===== src/rtl/pn_recovery_pkg.sv =====
package pn_recovery_pkg;

  // ----------------------------------------------------------------
  // Register offsets (byte addresses on APB)
  // ----------------------------------------------------------------
  localparam logic [7:0] ADDR_CTRL1  = 8'h00;
  localparam logic [7:0] ADDR_CTRL2  = 8'h04;
  localparam logic [7:0] ADDR_QUANTA = 8'h08;
  localparam logic [7:0] ADDR_SPP    = 8'h0C;
  localparam logic [7:0] ADDR_UPPER  = 8'h10;
  localparam logic [7:0] ADDR_LOWER  = 8'h14;
  localparam logic [7:0] ADDR_STATUS = 8'h18;
  localparam logic [7:0] ADDR_MASK   = 8'h1C;
  localparam logic [7:0] ADDR_STATE  = 8'h20;

  // ----------------------------------------------------------------
  // Field positions
  // ----------------------------------------------------------------
  localparam int CTRL1_EN_BIT    = 0;
  localparam int CTRL1_FD_EN_BIT = 1;
  localparam int CTRL1_FILT_LSB  = 2;
  localparam int CTRL1_RXSEL_BIT = 4;
  localparam int ST_WAKE         = 0;
  localparam int ST_INACTIVE     = 1;
  localparam int ST_LIMIT        = 2;
  localparam int STATE_INACT_BIT = 8;

  // ----------------------------------------------------------------
  // Reset values
  // ----------------------------------------------------------------
  localparam logic [7:0] QUANTA_RESET = 8'h28;
  localparam logic [5:0] SPP_RESET    = 6'h33;
  localparam logic [7:0] UPPER_RESET  = 8'h30;
  localparam logic [7:0] LOWER_RESET  = 8'h20;
  localparam logic [1:0] CLKSEL_RESET = 2'h0;
  localparam logic [2:0] MASK_RESET   = 3'h0;

  // ----------------------------------------------------------------
  // Timing
  // ----------------------------------------------------------------
  localparam int unsigned CLK_HZ         = 20_000_000;
  localparam int unsigned SILENCE_MIN_MS = 600;
  localparam int unsigned SILENCE_MAX_MS = 1200;
  localparam int unsigned SILENCE_DEFAULT_CYCLES =
    SILENCE_MIN_MS * (CLK_HZ / 1000);
  localparam int unsigned WAKE_MAX_US    = 100;
  localparam int unsigned WAKE_CYCLES    = WAKE_MAX_US * (CLK_HZ / 1_000_000);
  localparam int unsigned BIT_MIN_US     = 1;
  localparam logic [7:0]  BIT_MIN_CYCLES =
    8'(BIT_MIN_US * (CLK_HZ / 1_000_000));
  localparam int unsigned ARB_MAX_KBPS   = 500;
  localparam logic [7:0]  ARB_MIN_CYCLES = 8'(CLK_HZ / (ARB_MAX_KBPS * 1000));
  // Filter thresholds in 64ths of the arbitration bit
  localparam logic [3:0]  FD4_MUL  = 4'hB;
  localparam logic [3:0]  FD10_MUL = 4'h5;

  // ----------------------------------------------------------------
  // Types
  // ----------------------------------------------------------------
  typedef enum logic [1:0] {
    FILT_OFF  = 2'b00,
    FILT_2M   = 2'b01,
    FILT_5M   = 2'b10,
    FILT_RSVD = 2'b11
  } fd_pulse_filter_t;

  typedef struct packed {
    logic [31:0] rdata;
    logic        en;
    logic        fd_en;
    fd_pulse_filter_t  fd_filt;
    logic        rx_sel;
    logic [1:0]  clk_sel;
    logic [7:0]  quanta;
    logic [5:0]  spp;
    logic [7:0]  upper;
    logic [7:0]  lower;
    logic [2:0]  status;
    logic [2:0]  mask;
    logic        irq_n;
    logic [7:0]  len;
    logic [7:0]  phase;
    logic        rx_prev;
    logic        samp;
    logic        bit_val;
    logic [23:0] silence;
    logic        inactive;
    logic        fd_active;
    logic [7:0]  dom_cnt;
    logic        filt_rx;
    logic        woken;
    logic        supply;
  } state_t;

endpackage


===== src/rtl/input_sync.sv =====
`timescale 1ns/10ps
`default_nettype none

// ------------------------------------------------------------------
// Three-stage input synchroniser with agreement check
// ------------------------------------------------------------------
module input_sync #(
  parameter logic RESET_VAL = 1'b1
) (
  // Clock and reset
  input  wire logic pclk,
  input  wire logic presetn,
  // Pin side
  input  wire logic pin_in,
  // Clocked side
  output logic      level
);

  typedef struct packed {
    logic s1;
    logic s2;
    logic s3;
    logic lvl;
  } sync_t;

  sync_t s;
  sync_t next_s;

  // Output follows only once stages two and three agree
  always_comb begin
    next_s = s;
    next_s.s1 = pin_in;
    next_s.s2 = s.s1;
    next_s.s3 = s.s2;
    if (s.s2 == s.s3) begin
      next_s.lvl = s.s3;
    end
  end

  // State register
  always_ff @(posedge pclk or negedge presetn) begin
    if (!presetn) begin
      s <= {4{RESET_VAL}};
    end else begin
      s <= next_s;
    end
  end

  assign level = s.lvl;

endmodule // input_sync

`default_nettype wire


===== src/rtl/partial_net_clock_recovery.sv =====
`timescale 1ns/10ps
`default_nettype none

module partial_net_clock_recovery
  import pn_recovery_pkg::*;
#(
  parameter int unsigned SILENCE_CYCLES = pn_recovery_pkg::SILENCE_DEFAULT_CYCLES
) (
  // Clock and reset
  input  wire logic        pclk,
  input  wire logic        presetn,
  // APB slave
  input  wire logic        psel,
  input  wire logic        penable,
  input  wire logic        pwrite,
  input  wire logic [31:0] paddr,
  input  wire logic [31:0] pwdata,
  output logic             pready,
  output logic [31:0]      prdata,
  output logic             pslverr,
  // Bus receiver pin
  input  wire logic        bus_rx,
  // Frame decoder events
  input  wire logic        fdf_detected,
  input  wire logic        eof_detected,
  input  wire logic        wake_pattern_end,
  input  wire logic        wake_frame_end,
  // Device mode
  input  wire logic        mode_stop,
  input  wire logic        mode_sleep,
  // Decoder timing
  output logic             sample_strobe,
  output logic             sampled_bit,
  output logic [7:0]       bit_length,
  output logic [1:0]       recovery_input_clock_select,
  // Status
  output logic             bus_inactive,
  output logic             interrupt_out_n,
  output logic             main_supply_output
);

  import pn_recovery_pkg::*;

  // ----------------------------------------------------------------
  // Declarations
  // ----------------------------------------------------------------
  state_t      s;
  state_t      next_s;
  logic        rx;
  logic        wr_en;
  logic        rd_acc;
  logic        mapped;
  logic [31:0] rd_word;
  logic [7:0]  eff_q;
  logic        fall;
  logic        activity;
  logic [7:0]  nl;
  logic        lim;
  logic [13:0] sp_prod;
  logic [7:0]  sp_cyc;
  logic [11:0] thr_prod;
  logic [7:0]  thr;
  logic        wake_ev;
  logic        fd_allowed;
  logic [2:0]  events;

  // ----------------------------------------------------------------
  // Bus pin synchroniser
  // ----------------------------------------------------------------
  input_sync #(
    .RESET_VAL (1'b1)
  ) u_rx_sync (
    .pclk    (pclk),
    .presetn (presetn),
    .pin_in  (bus_rx),
    .level   (rx)
  );

  // ----------------------------------------------------------------
  // Decode and helper terms
  // ----------------------------------------------------------------
  assign wr_en   = psel & penable & pwrite;
  assign rd_acc  = psel & penable & ~pwrite;
  assign fall    = s.rx_prev & ~rx;
  assign activity = s.rx_prev ^ rx;
  assign wake_ev = wake_pattern_end | wake_frame_end;
  // Programmed quanta, never shorter than the minimum bit time
  assign eff_q   = (s.quanta < BIT_MIN_CYCLES) ? BIT_MIN_CYCLES
                                               : s.quanta;
  // Sampling point as a fraction in 64ths of the bit
  assign sp_prod = s.len * s.spp;
  assign sp_cyc  = sp_prod[13:6];
  // Dominant acceptance threshold from the filter field
  assign thr_prod = s.len * ((s.fd_filt == FILT_5M) ? FD10_MUL
                                                    : FD4_MUL);
  assign thr = {2'h0, thr_prod[11:6]};
  assign fd_allowed = s.fd_en & s.rx_sel & (s.len >= ARB_MIN_CYCLES)
                    & ((s.fd_filt == FILT_2M)
                    | (s.fd_filt == FILT_5M));

  // Next bit length after an edge measurement
  // An edge seen on the last phase is on time; phase 0 is one cycle late
  always_comb begin
    nl = s.len;
    if (s.phase == s.len - 8'h01) begin
      nl = s.len;
    end else if (s.phase > (s.len >> 1)) begin
      nl = s.len - 8'h01;
    end else begin
      nl = s.len + 8'h01;
    end
  end
  assign lim = (nl >= s.upper) | (nl <= s.lower) | (nl < BIT_MIN_CYCLES);

  // Register read mux
  always_comb begin
    mapped  = 1'b1;
    rd_word = 32'h0;
    unique case (paddr[7:0])
      ADDR_CTRL1:  rd_word = {27'h0, s.rx_sel, s.fd_filt, s.fd_en, s.en};
      ADDR_CTRL2:  rd_word = {30'h0, s.clk_sel};
      ADDR_QUANTA: rd_word = {24'h0, s.quanta};
      ADDR_SPP:    rd_word = {26'h0, s.spp};
      ADDR_UPPER:  rd_word = {24'h0, s.upper};
      ADDR_LOWER:  rd_word = {24'h0, s.lower};
      ADDR_STATUS: rd_word = {29'h0, s.status};
      ADDR_MASK:   rd_word = {29'h0, s.mask};
      ADDR_STATE:  rd_word = {23'h0, s.inactive, s.len};
      default:     mapped  = 1'b0;
    endcase
    if (paddr[31:8] != 24'h0) begin
      mapped  = 1'b0;
      rd_word = 32'h0;
    end
  end

  // ----------------------------------------------------------------
  // Next-state logic
  // ----------------------------------------------------------------
  always_comb begin
    next_s = s;
    events = 3'h0;
    // Read data latched in the setup cycle
    if (psel & ~penable) begin
      next_s.rdata = rd_word;
    end
    // Register writes
    if (wr_en & mapped) begin
      unique case (paddr[7:0])
        ADDR_CTRL1: begin
          next_s.en      = pwdata[CTRL1_EN_BIT];
          next_s.fd_en   = pwdata[CTRL1_FD_EN_BIT];
          next_s.fd_filt = fd_pulse_filter_t'(pwdata[CTRL1_FILT_LSB +: 2]);
          next_s.rx_sel  = pwdata[CTRL1_RXSEL_BIT];
        end
        ADDR_CTRL2:  next_s.clk_sel = pwdata[1:0];
        ADDR_QUANTA: next_s.quanta  = pwdata[7:0];
        ADDR_SPP:    next_s.spp     = pwdata[5:0];
        ADDR_UPPER:  next_s.upper   = pwdata[7:0];
        ADDR_LOWER:  next_s.lower   = pwdata[7:0];
        ADDR_MASK:   next_s.mask    = pwdata[2:0];
        default: begin
        end
      endcase
    end
    // Bit clock: phase counter and edge tracking
    next_s.rx_prev = rx;
    next_s.samp    = 1'b0;
    if (s.phase >= s.len - 8'h01) begin
      next_s.phase = 8'h00;
    end else begin
      next_s.phase = s.phase + 8'h01;
    end
    if (!s.en) begin
      next_s.len = eff_q;
    end else if (fall) begin
      next_s.phase = 8'h00;
      if (lim) begin
        next_s.len = eff_q;
        events[ST_LIMIT] = 1'b1;
      end else begin
        next_s.len = nl;
      end
    end
    if (s.phase == sp_cyc) begin
      next_s.samp    = 1'b1;
      next_s.bit_val = s.filt_rx;
    end
    // Silence timeout
    if (activity) begin
      next_s.silence  = 24'h0;
      next_s.inactive = 1'b0;
    end else if (s.silence == 24'(SILENCE_CYCLES - 1)) begin
      if (!s.inactive) begin
        events[ST_INACTIVE] = 1'b1;
      end
      next_s.inactive = 1'b1;
    end else begin
      next_s.silence = s.silence + 24'h1;
    end
    // FD tolerant pulse filter between FDF and EOF
    if (eof_detected) begin
      next_s.fd_active = 1'b0;
    end else if (fdf_detected & fd_allowed) begin
      next_s.fd_active = 1'b1;
    end
    if (s.fd_active) begin
      if (!rx) begin
        if (s.dom_cnt != 8'hFF) begin
          next_s.dom_cnt = s.dom_cnt + 8'h01;
        end
        if (s.dom_cnt >= thr) begin
          next_s.filt_rx = 1'b0;
        end
      end else begin
        next_s.dom_cnt = 8'h00;
        next_s.filt_rx = 1'b1;
      end
    end else begin
      next_s.dom_cnt = 8'h00;
      next_s.filt_rx = rx;
    end
    // Wake reaction
    events[ST_WAKE] = wake_ev;
    if (!mode_sleep) begin
      next_s.woken = 1'b0;
    end else if (wake_ev) begin
      next_s.woken = 1'b1;
    end
    next_s.supply = ~mode_sleep | next_s.woken;
    // Status: read clears only the bits it returned, a new event wins
    if (rd_acc & (paddr == {24'h0, ADDR_STATUS})) begin
      next_s.status = s.status & ~s.rdata[2:0];
    end
    next_s.status = next_s.status | events;
    next_s.irq_n  = ~|(next_s.status & next_s.mask);
  end

  // ----------------------------------------------------------------
  // State register
  // ----------------------------------------------------------------
  always_ff @(posedge pclk or negedge presetn) begin
    if (!presetn) begin
      s         <= '0;
      s.fd_filt <= FILT_OFF;
      s.clk_sel <= CLKSEL_RESET;
      s.quanta  <= QUANTA_RESET;
      s.spp     <= SPP_RESET;
      s.upper   <= UPPER_RESET;
      s.lower   <= LOWER_RESET;
      s.mask    <= MASK_RESET;
      s.irq_n   <= 1'b1;
      s.len     <= QUANTA_RESET;
      s.rx_prev <= 1'b1;
      s.bit_val <= 1'b1;
      s.filt_rx <= 1'b1;
      s.supply  <= 1'b1;
    end else begin
      s <= next_s;
    end
  end

  // ----------------------------------------------------------------
  // Outputs
  // ----------------------------------------------------------------
  assign pready   = 1'b1;
  assign pslverr  = psel & penable & ~mapped;
  assign prdata   = s.rdata;
  assign sample_strobe = s.samp;
  assign sampled_bit   = s.bit_val;
  assign bit_length    = s.len;
  assign recovery_input_clock_select = s.clk_sel;
  assign bus_inactive       = s.inactive;
  assign interrupt_out_n    = s.irq_n;
  assign main_supply_output = s.supply;
endmodule // partial_net_clock_recovery

`default_nettype wire


===== config.mk =====
export PLATFORM = sky130hd
export DESIGN_NAME = partial_net_clock_recovery
export DESIGN_NICKNAME = d
export VERILOG_FILES = /design/src/rtl/pn_recovery_pkg.sv /design/src/rtl/input_sync.sv /design/src/rtl/partial_net_clock_recovery.sv
export SDC_FILE = /design/constraint.sdc
export NUM_CORES = 1
export LEC_CHECK = 0
export ABC_AREA = 1
export BUFFER_PORTS_ARGS = -buffer_cell sky130_fd_sc_hd__clkbuf_2
export CORE_ASPECT_RATIO = 1.5
export CORE_MARGIN = 2
export CORE_UTILIZATION = 35
export CTS_CLUSTER_SIZE = 14
export DETAILED_ROUTE_END_ITERATION = 16
export PLACE_DENSITY_LB_ADDON = 0.12
export SYNTH_ARGS = -nofsm -noshare
export SYNTH_HDL_FRONTEND = slang
export SYNTH_SLANG_ARGS = --single-unit

===== constraint.sdc =====
create_clock -name pclk -period 6.65 [get_ports pclk]
set_input_delay 1.33 -clock pclk [delete_from_list [all_inputs] [get_ports pclk]]
set_output_delay 1.33 -clock pclk [all_outputs]
set_load 0.005 [all_outputs]

== Yosys cells after proc, flatten, opt, wreduce, memory -nomap -nowiden ==
Cells that the tools add are included.

* Output and inout port bits: 49
* Register bits: 136
* Bits of input ports: 76

* Magnitude comparators: 8
* Eq/ne operators: 20
* Add/sub/neg operators: 5
* Muxes and demuxes: 34
* Bitwise gates (word level): 27
* Reduce and logical (&&, ||, !) cells: 13
* Multiply operators: 2

{| class="wikitable"
|+ Operators with widths
! cell !! count
|-
| 9-bit case mux with 9 select lines || 1
|-
| 8-bit 2-to-1 mux || 8
|-
| 32-bit by 5-bit == test with 1-bit output (second input constant) || 1
|-
| 8-bit by 5-bit == test with 1-bit output (second input constant) || 4
|-
| 32-bit 2-to-1 mux || 1
|-
| 25-bit 2-to-1 mux || 1
|-
| 24-bit by 1-bit adder with 24-bit output (second input constant) || 1
|-
| 8-bit by 1-bit adder with 8-bit output (second input constant) || 3
|-
| 24-bit == test (second input constant) || 1
|-
| 24-bit 2-to-1 mux || 1
|-
| 24-bit nonzero test || 1
|-
| 9-bit 2-to-1 mux || 2
|-
| 8-bit by 4-bit == test with 1-bit output (second input constant) || 2
|-
| 8-bit == test || 2
|-
| 8-bit >= comparator || 2
|-
| 8-bit by 5-bit less-than comparator with 1-bit output (second input constant) || 2
|-
| 16-bit 2-to-1 mux || 1
|-
| 8-bit by 6-bit multiplier with 14-bit output || 1
|-
| 1-bit 2-to-1 mux || 14
|-
| 1-bit bitwise AND || 12
|-
| 8-bit by 4-bit multiplier with 12-bit output || 1
|-
| 2-bit AND reduction || 6
|-
| 3-bit 2-to-1 mux || 3
|-
| 9-bit OR reduction || 1
|-
| other kinds (26) || 37
|}

== Depth between registers and ports, before layout ==
Gate-level depths: netlist (run 1).

* Depth in word-level cells: 13
* Depth in mapped cells: 28

== Modules after synthesis ==
A second synthesis (run 1) with hierarchy kept.

* Cells, all modules: 1261
* Area total of the unflattened synthesis: 9506.6 um^2

{| class="wikitable"
|+ Modules (own cells, without submodules)
! module !! cells each !! instances !! area each (um^2)
|-
| partial_net_clock_recovery || 1253 || 1 || 9385.3
|-
| input_sync || 8 || 1 || 121.4
|}

== Worst setup path after synthesis (run 1) ==
No wires, ideal clock.

* Kind: reg-to-reg
* Start: register s[96] (netlist name)
* End: register s[2] (netlist name)
* Required time: 6571 ps
* Slack: 2840 ps
* Setup time: 79 ps
* Buffers on the path: 1
* Cell stages (with the launch flop): 24
* Data arrival time: 3732 ps
* Path through: dfrtp_1 -> inv_1 -> ha_1 -> clkbuf_1 -> inv_1 -> o21ai_0 -> ha_1 -> inv_1 -> fa_1 -> inv_1 -> ha_1 -> nand3_1 -> nor2_1 -> nor2_1 -> o21ai_1 -> a21o_1 -> xnor2_1 -> ha_1 -> a21boi_0 -> o21a_1 -> o21a_1 -> o211ai_1 -> nand4_1 -> o21ai_0

* Longest elaborated chain between the ends: 5

{| class="wikitable"
|+ Ends and longest elaborated chain
! item !! RTL line !! RTL
|-
| from (decl) || partial_net_clock_recovery.sv:47 || <nowiki>state_t s;</nowiki>
|-
| from (signal assigned) || partial_net_clock_recovery.sv:259 || <nowiki>s <= next_s;</nowiki>
|-
| 2-bit == test || partial_net_clock_recovery.sv:94 || <nowiki>assign thr_prod = s.len * ((s.fd_filt == FILT_5M) ? FD10_MUL</nowiki>
|-
| 4-bit 2-to-1 mux || partial_net_clock_recovery.sv:94 ||
|-
| 8-bit by 4-bit multiplier with 12-bit output || partial_net_clock_recovery.sv:94 ||
|-
| 8-bit by 6-bit >= comparator with 1-bit output || partial_net_clock_recovery.sv:212 || <nowiki>if (s.dom_cnt >= thr) begin</nowiki>
|-
| 3-bit by 1-bit != test with 1-bit output (no source line) || n/a ||
|}

No other way between the ends.
A chain may end at the register's enable or synchronous reset.

==> impl_metrics.ini, run 1 <==
[clocking]
cts_tree = yes
post_cts_buffers = 0
post_cts_resize_count = 0
clockBufferDepth = 2
cts_num_sinks = 113
clk_pin_slew_ns = 0.06
htree_levels = 4
clk_latency_ns = 0.43
cts_root_buffer = clkbuf_16
cts_buffers = 17
hold_buffers = 0

[critical_path]
cp_slowest_cell = dfrtp_1
crit_chain = inv_1 -> ha_1 -> nand2_1 -> nor2_2 -> nand2_1 -> nand2_1 -> nand2_1 -> inv_1 -> ha_1 -> nand2_1 -> nor2_1 -> nand2_1 -> o21ai_0 -> inv_1 -> ha_1 -> a21oi_1 -> o21ai_0 -> nand2_1 -> o2111ai_1 -> nor3_2 -> nand2_4 -> nand2_1 -> nand2_1 -> a21oi_1
cp-start-kind = flop
slowest_delay_ns = 0.82
cp.required_ns = 7.00
critical_path_peak_fanout = 15
cpLargestDelayFamily = simple AND/OR/NAND/NOR gates
cpMostUsedCell = nand2_1
setup.worst_path.class = reg2reg
cp.arrival_ns = 5.20
critPathBufInv = 3
end_kind = flop

[layout]
fillers = 2808
diodes = 0
final_cell_count_no_fill = 1646
final_cell_area_um2 = 10500
synthToLayoutAreaGrowth_pct = 11.5
nets = 1483
layout_common_cells = nand2_1 (255), inv_1 (210), dfrtp_1 (93)
drive_above_1_share_pct = 13.1
final_common_cell = nand2_1

[route]
vias_per_cell = 4.88
dr.first_iter.drc_count = 307
drc = 0
post_drt_wl_per_cell_um = 15.5
vias = 8027
wl_mm = 25.5
drt_pass1_iterations = 4
drtAntennaViolNets = 0

[pwr]
seqPwrFrac_pct = 39.6
p_int_w = 0.00138
clockPowerShare_pct = 55.7
p_leak_nw = 5.37
peakVddDrop_v = 0.000174
powerDensity_nw_per_um2 = 170
switching_share_pct = 23.2
p_comb_share_pct = 4.6
p_total_w = 0.00179
p_sw_w = 0.000416

[place]
hpwlAfterDp_mm = 19.8
placement.cell_area_um2 = 9890
io_buffers = 75
gp_congestion = 0.869
dp.cells = 1614

[yosys]
syn-cell-area_um2 = 9450
synth-seq-cells = 113
syn_avg_cell_area_um2 = 7.58
synth.distinct_cells = 60
synth.top_cell.area_share_pct = 24.6
synth_edf_count = 0
synthArstFlopShare_pct = 100
yosys-top-cells-area = dfrtp_1 (25%), ha_1 (11%), nand2_1 (10%)
synth_flop_cell = dfrtp_1
synth_top_area_cell = dfrtp_1
yosysSeqAreaShare_pct = 30.2
yosys_warnings = 0
syn-instance-count = 1246

[grt]
gr-usage-met3_pct = 3.03
antenna_found_initial = 0
track_usage_pct = 18.6
top_usage_layer = met2
grt-ovfl-total = 0
grt_max_degree = 61
grt_pass1_vias = 8148
use_met1_pct = 20.7
grt_first_pass_wirelength_mm = 41.7
use_met2_pct = 35.3

[sta]
slew_headroom_pct = 33.6
clock.fmax_mhz = 206
setup-tns-final_ns = 0
drv_slew = 0
tightest_slew_ns = 0.970
fin_crit_ns = 4.84
hold_viol_final = 0
rsz0062_at_grt = false
setup-violations-final = 0
fin_crit_sh_pct = 72.8
skew_ns = 0.00914

[outcome]
status = finished, final reports clean

[floorplanning]
die-width_um = 138
rows = 73
die_area_um2 = 28400
start_util_pct = 35.7
ios = 125
die_h_um = 205
core_area_um2 = 26500

[worst_hold_path]
hold_class = reg2reg

[run]
drv_cap = 0
power groups by stage:
stage | clock network [W] | registers [W] | logic [W]
5_1_grt | 0.00105 | 0.000712 | 0.0000968
3_3_place_gp | 0 | 0.000721 | 0.0000852
2_1_floorplan | 0 | 0.000719 | 0.0000490
3_5_place_dp | 0 | 0.000722 | 0.0000856
6_report | 0.000998 | 0.000710 | 0.0000833
4_1_cts | 0.00102 | 0.000710 | 0.0000858
flip-flops by register name (all words and copies together), names as in the netlist, 2 cells and up:
name                         count
prdata                           9
recovery_input_clock_select      2
s                               85
u_rx_sync.next_s                 2
bit_length                       8
layer usage:
metal	wire [um]	up-vias	part of all wire (%)
met3	865	35	3.4
met1	10300	3760	40
met2	13800	166	54
met4	659	0	2.6
met5	0	-	0
li1	-	4066	-
final timing paths:
path	startpoint	endpoint	slack, ns	cells after the start
min	u_rx_sync.next_s[1]$_DFF_PN1_	u_rx_sync.s[1]$_DFF_PN1_	0.36	0
min reg2reg	u_rx_sync.next_s[1]$_DFF_PN1_	u_rx_sync.s[1]$_DFF_PN1_	0.36	0
max in group asynchronous	presetn	s[10]$_DFFE_PN0P_	4.42	2
max	bit_length[1]$_DFFE_PN0P_	interrupt_out_n$_DFF_PN1_	1.81	24
max reg2reg	bit_length[1]$_DFFE_PN0P_	interrupt_out_n$_DFF_PN1_	1.81	24
min in group asynchronous	presetn	prdata[6]$_DFFE_PN0P_	0.97	1
metrics by stage:
step                      hold WS (ns)  setup slack (ns)  util, %
after floorplan                  0.345              2.84        -
after global placement           0.358              1.80     37.4
after detailed placement         0.358              1.81     37.4
after CTS                        0.367              1.76     39.8
after global routing             0.371              1.29     39.8
final                            0.365              1.81     39.8
cells in the mapped netlist, drive strengths merged (7+ instances only):
cell type and n:
dfstp 20, a21oi 59, o21ai 99, nor2 81
fa 29, nor4 9, xnor2 9, nand4 23
nand2 264, xor2 22, nand3 59, a221oi 7
dfrtp 93, o22ai 10, o21a 8, ha 82
inv 226, buf 57, clkbuf 12, nor3 25
o21bai 9
cells by family (layout without fill, tap and decap cells):
group           after synthesis  after routing  share of synthesized area (%)
fa+ha+maj                   112            112                           17.1
compound gates              219            219                           13.4
simple gates                471            471                           22.4
xor+xnor                     31             31                           2.87
flops                       113            113                           30.2
other cells                   2             26                         0.0795
buf+inv                     298            337                           13.9
worst reg2reg max path, stage by stage (launching register included):
cell       delay [ns]
dfrtp_1          0.82
inv_1            0.26
ha_1             0.28
nand2_1          0.08
nor2_2           0.06
nand2_1          0.08
nand2_1          0.05
nand2_1          0.09
inv_1            0.04
ha_1             0.26
nand2_1          0.06
nor2_1           0.14
nand2_1          0.31
o21ai_0          0.44
inv_1            0.15
ha_1             0.31
a21oi_1          0.15
o21ai_0          0.08
nand2_1          0.06
o2111ai_1        0.11
nor3_2           0.36
nand2_4          0.18
nand2_1          0.14
nand2_1          0.09
a21oi_1          0.14
cell type report:
class / count / area, um^2 / share of cell area (%)
Multi-Input combinational cell: 859 / 5370 / 51.0
Sequential cell: 113 / 2850 / 27.1
Inverter: 229 / 861 / 8.17
Clock buffer: 20 / 457 / 4.34
Tap cell: 337 / 422 / 4.00
Timing Repair Buffer: 76 / 385 / 3.66
Clock inverter: 12 / 180 / 1.71
Power figures use the tool's default switching activity.
==> run 2: changes to the inputs <==
- clock period: 6.65 -> 4.6 ns (I/O delays scaled with it)
==> run 2 against run 1 <==
Against the previous run:
- final cell count is 0.79% higher
- sequential cell count is the same
- clock power increased by 29%
- clock skew decreased by 0.00065 ns
- fmax increased by 16%
- non-clock buffer count rose by 13
- die area unchanged
- largest cell class unchanged
==> impl_metrics.ini, run 2 (synthesized netlist as in run 1, its figures left out) <==
[outcome]
status = finished, final reports clean

[layout]
final_common_cell = nand2_1
layout_common_cells = nand2_1 (255), inv_1 (210), dfrtp_1 (93)
final_cell_count_no_fill = 1659
diodes = 0
nets = 1496
synthToLayoutAreaGrowth_pct = 11.8
largest_reg_flops = 85
regMostFlops = s
drive_above_1_share_pct = 14.0

[worst_hold_path]
hold_start = u_rx_sync.next_s[2]$_DFF_PN1_
hold_class = reg2reg
min_path_cells = 0
hold-path-endpoint = u_rx_sync.next_s[1]$_DFF_PN1_

[grt]
antenna_found_initial = 0
grt-ovfl-total = 0
grt_max_degree = 58
track_usage_pct = 19.0
grt_pass1_vias = 8122
grt_first_pass_wirelength_mm = 42.4

[critical_path]
setup.worst_path.class = reg2reg
critical_path_peak_fanout = 13
reg2reg_to = sampled_bit$_DFFE_PN1P_
end_kind = flop
r2r-start = bit_length[2]$_DFFE_PN0P_
cp.arrival_ns = 4.54
cp.required_ns = 4.97
ff2ff_path_depth = 18
r2r_slack_ns = 0.43
cp-start-kind = flop

[clocking]
cts_root_buffer = clkbuf_16
cts_tree = yes
cts_buffers = 17
hold_buffers = 0
clockBufferDepth = 2
cts_num_sinks = 113
clk_latency_ns = 0.43
htree_levels = 4
clk_pin_slew_ns = 0.06

[floorplanning]
die_area_um2 = 28400
rows = 73
die_h_um = 205
ios = 125
start_util_pct = 35.7
die-width_um = 138
core_area_um2 = 26500

[route]
drt_pass1_iterations = 5
drc = 0
drtAntennaViolNets = 0
dr.first_iter.drc_count = 384
vias = 8059
vias_per_cell = 4.86
post_drt_wl_per_cell_um = 15.5
wl_mm = 25.8

[place]
dp.cells = 1627
hpwlAfterDp_mm = 20.5
io_buffers = 75
gp_congestion = 0.868

[sta]
skew_ns = 0.00849
fin_crit_sh_pct = 90.7
holdWs_ns = 0.356
hold_viol_final = 0
drv_slew = 0
rsz0062_at_grt = false
setup-tns-final_ns = 0
clock.fmax_mhz = 240
setup-violations-final = 0
slew_headroom_pct = 44.3
fin_crit_ns = 4.17
tightest_slew_ns = 0.815

[pwr]
peakVddDrop_v = 0.000250
p_leak_nw = 5.40
powerDensity_nw_per_um2 = 231

[run]
drv_cap = 0
[run 2: cell count changes in the layout (fill, tap and decap cells not counted)]
| cell | delta |
|---|---|
| buf_4 | +13 |
| bufinv_16 | -3 |
| clkbuf_8 | -1 |
| clkinv_2 | -1 |
| clkinv_4 | +2 |
| clkinvlp_4 | +1 |
| ha_1 | -1 |
| ha_2 | +1 |
| inv_6 | +2 |
[run 2: cell type report]
| class | instances | area (um^2) |
|---|---|---|
| fillers | 2862 | 15900 |
| flip-flops and latches | 113 | 2850 |
| well taps | 337 | 422 |
| repair buffers | 89 | 483 |
| clock inverters | 13 | 128 |
| inverters | 229 | 861 |
| multi-input cells | 859 | 5380 |
| clock buffers | 19 | 443 |
[run 2: repair_timing]
action,CTS,global route
resized for setup,0,1
setup endpoints to repair,0,1
setup buffers,0,0
[run 2: how the worst max path moves through the flow]
| stage | from | endpoint | slack (ns) |
|---|---|---|---|
| final | bit_length[2]$_DFFE_PN0P_ | sampled_bit$_DFFE_PN1P_ | 0.43 |
| after global placement | bit_length[2]$_DFFE_PN0P_ | sampled_bit$_DFFE_PN1P_ | 0.36 |
| after global routing | bit_length[2]$_DFFE_PN0P_ | interrupt_out_n$_DFF_PN1_ | 0.05 |
| after CTS | s[97]$_DFFE_PN0P_ | s[2]$_DFFE_PN1P_ | 0.36 |
| after floorplan | s[96]$_DFFE_PN0P_ | s[2]$_DFFE_PN1P_ | 0.79 |
| after detailed placement | bit_length[2]$_DFFE_PN0P_ | sampled_bit$_DFFE_PN1P_ | 0.38 |
[run 2: stage by stage]
stage               total power (W)  utilization (%)  setup WS (ns)  instance area, um^2
floorplan                   0.00111                -          0.790                 9540
global placement            0.00117             37.7          0.358                 9990
detailed placement          0.00117             37.7          0.381                 9990
CTS                         0.00247             39.9          0.361                10600
global route                0.00254             39.9         0.0465                10600
finish                      0.00244             39.9          0.427                10600
[run 2: critical path, cell delays in order (launching register included)]
cell,delay [ns]
dfrtp_1,0.57
nand2_1,0.15
inv_1,0.07
fa_1,0.53
inv_1,0.05
fa_1,0.44
fa_1,0.52
inv_1,0.04
ha_1,0.38
a21oi_1,0.26
o21ai_0,0.12
a21oi_1,0.25
o21ai_1,0.13
xor2_1,0.16
nand3_1,0.09
nor2_1,0.16
nand2_1,0.09
nand2_1,0.06
nand2_1,0.05
[run 2: metal layers]
layer / track usage (%) / routed length (um)
met1: 21.4 / 10500
met2: 35.5 / 13700
met3: 3.42 / 902
met4: 7.14 / 707
met5: 0 / 0
[run 2: report_power, final]
| group | total [W] | internal [W] | switching (W) |
|---|---|---|---|
| Combinational | 0.000122 | 0.0000382 | 0.0000841 |
| Clock | 0.00129 | 0.000764 | 0.000528 |
| Sequential | 0.00103 | 0.00101 | 0.0000129 |
==> run 3: changes to the inputs <==
- clock period: 4.6 -> 3.65 ns (I/O delays scaled with it)
==> run 3 against run 2 <==
Against the previous run:
- the run now ends with setup timing left
- combinational power rose by 26%
- clock skew rose by 0.0029 ns
- count of clock-buffer cells in the layout fell by 1
- global-route usage rose by 1.0 points
- non-clock buffer count rose by 135
- register-to-register slack got worse by 0.62 ns
- final cell count rose by 8.1%
- power rose by 29%
==> impl_metrics.ini, run 3 (synthesized netlist as in run 1, its figures left out) <==
[outcome]
status = finished, violations left
violations = setup timing

[layout]
final_common_cell = nand2_1
final_cell_area_um2 = 12500
nets = 1631
synthToLayoutAreaGrowth_pct = 32.5
diodes = 0
final_cell_count_no_fill = 1794
drive_above_1_share_pct = 31.0
layout_common_cells = nand2_1 (218), inv_1 (195), buf_4 (129)
regMostFlops = s
largest_reg_flops = 85

[clocking]
htree_levels = 4
hold_buffers = 0
clk_pin_slew_ns = 0.06
clk_latency_ns = 0.43
cts_num_sinks = 113
cts_buffers = 17
cts_root_buffer = clkbuf_16
cts_tree = yes
clockBufferDepth = 2

[floorplanning]
core_area_um2 = 26500
die-width_um = 138
ios = 125
die_area_um2 = 28400
die_h_um = 205
start_util_pct = 35.7
rows = 73

[worst_hold_path]
hold_class = in2async

[pwr]
powerDensity_nw_per_um2 = 252
p_int_w = 0.00240
seqPwrFrac_pct = 41.0
p_sw_w = 0.000759
p_total_w = 0.00316
switching_share_pct = 24.0
p_comb_share_pct = 4.9
p_leak_nw = 6.19
clockPowerShare_pct = 54.1
peakVddDrop_v = 0.000300

[route]
vias = 8699
drc = 0
vias_per_cell = 4.85
drt_pass1_iterations = 5
post_drt_wl_per_cell_um = 15.5
drtAntennaViolNets = 0
dr.first_iter.drc_count = 349
wl_mm = 27.8

[sta]
rsz0062_at_grt = true
fin_crit_ns = 3.84
slew_headroom_pct = 44.9
fin_crit_sh_pct = 105
holdWs_ns = 0.354
hold_viol_final = 0
clock.fmax_mhz = 260
skew_ns = 0.0114
setup_ws_ns = -0.192
drv_slew = 0
setup-violations-final = 9
tightest_slew_ns = 0.806

[critical_path]
critical_path_peak_fanout = 5
ff2ff_path_depth = 19
r2r_slack_ns = -0.19
r2r-start = bit_length[3]$_DFFE_PN1P_
setup.worst_path.class = reg2reg
cp.arrival_ns = 4.21
reg2reg_to = sampled_bit$_DFFE_PN1P_
critPathCapture = sampled_bit$_DFFE_PN1P_
worstSetupStartpoint = bit_length[3]$_DFFE_PN1P_
cp.required_ns = 4.01
cp-start-kind = flop
end_kind = flop

[grt]
track_usage_pct = 20.0
grt_pass1_vias = 8967
use_met1_pct = 21.8
top_usage_layer = met2
grt-ovfl-total = 0
antenna_found_initial = 0
use_met2_pct = 37.9
grt_first_pass_wirelength_mm = 45.0
gr-usage-met3_pct = 2.86
grt_max_degree = 67

[place]
gp_congestion = 0.883
placement.cell_area_um2 = 10900
hpwlAfterDp_mm = 21.5
dp.cells = 1728
io_buffers = 75

[run]
drv_cap = 0
run 3: critical path: stages, from the launching register on:
cell and delay [ns]:
dfstp_2 0.54, buf_12 0.11, buf_12 0.11, nand2_1 0.08, fa_1 0.56, fa_1 0.44, fa_1 0.54, inv_1 0.06
ha_4 0.29, nand2_1 0.05, nor2_1 0.10, a21oi_1 0.07, buf_4 0.15, o21ai_2 0.12, xor2_1 0.15, nand3_1 0.11
nor2_2 0.10, nand2_1 0.08, nand2_1 0.06, nand2_1 0.04
run 3: layout make-up:
class                           count  area, um^2
Tap cell                          337         422
Clock inverter                     14         166
Inverter                          229         880
Clock buffer                       18         429
Sequential cell                   113        2860
Timing Repair Buffer              224        1630
Multi-Input combinational cell    859        6140
Fill cell                        2653       14000
run 3: metal layers:
layer	vias up	wire [um]
met2	160	15000
met5	-	0
met1	4131	11000
li1	4357	-
met4	0	1060
met3	51	787
run 3: metrics by stage:
stage	utilization, %	setup slack [ns]	setup TNS [ns]
floorplan	-	-0.0457	-0.0457
global placement	41.0	-0.300	-2.58
detailed placement	41.0	-0.373	-2.68
CTS	45.8	-0.184	-0.555
global route	47.3	-0.522	-2.68
finish	47.3	-0.192	-0.727
run 3: timing repair:
item | 4_1_cts | 5_1_grt
endpoints found under the setup margin | 13 | 13
pin swaps | 61 | 42
setup buffers | 27 | 11
resized for setup | 105 | 68
run 3: power by group through the flow:
stage | Clock (W) | Combinational [W] | Sequential (W)
after floorplan | 0 | 0.0000895 | 0.00131
after CTS | 0.00175 | 0.000161 | 0.00129
after global placement | 0 | 0.000157 | 0.00132
after global routing | 0.00180 | 0.000182 | 0.00130
final | 0.00171 | 0.000154 | 0.00129
after detailed placement | 0 | 0.000159 | 0.00132
run 3: how the worst min path moves through the flow:
stage | from | end | slack [ns]
finish | presetn | s[45]$_DFF_PN0_ | 0.35
global route | u_rx_sync.next_s[2]$_DFF_PN1_ | u_rx_sync.next_s[1]$_DFF_PN1_ | 0.37
CTS | u_rx_sync.next_s[2]$_DFF_PN1_ | u_rx_sync.next_s[1]$_DFF_PN1_ | 0.36
detailed placement | u_rx_sync.next_s[2]$_DFF_PN1_ | u_rx_sync.next_s[1]$_DFF_PN1_ | 0.35
global placement | u_rx_sync.next_s[2]$_DFF_PN1_ | u_rx_sync.next_s[1]$_DFF_PN1_ | 0.35
floorplan | u_rx_sync.next_s[2]$_DFF_PN1_ | u_rx_sync.next_s[1]$_DFF_PN1_ | 0.35
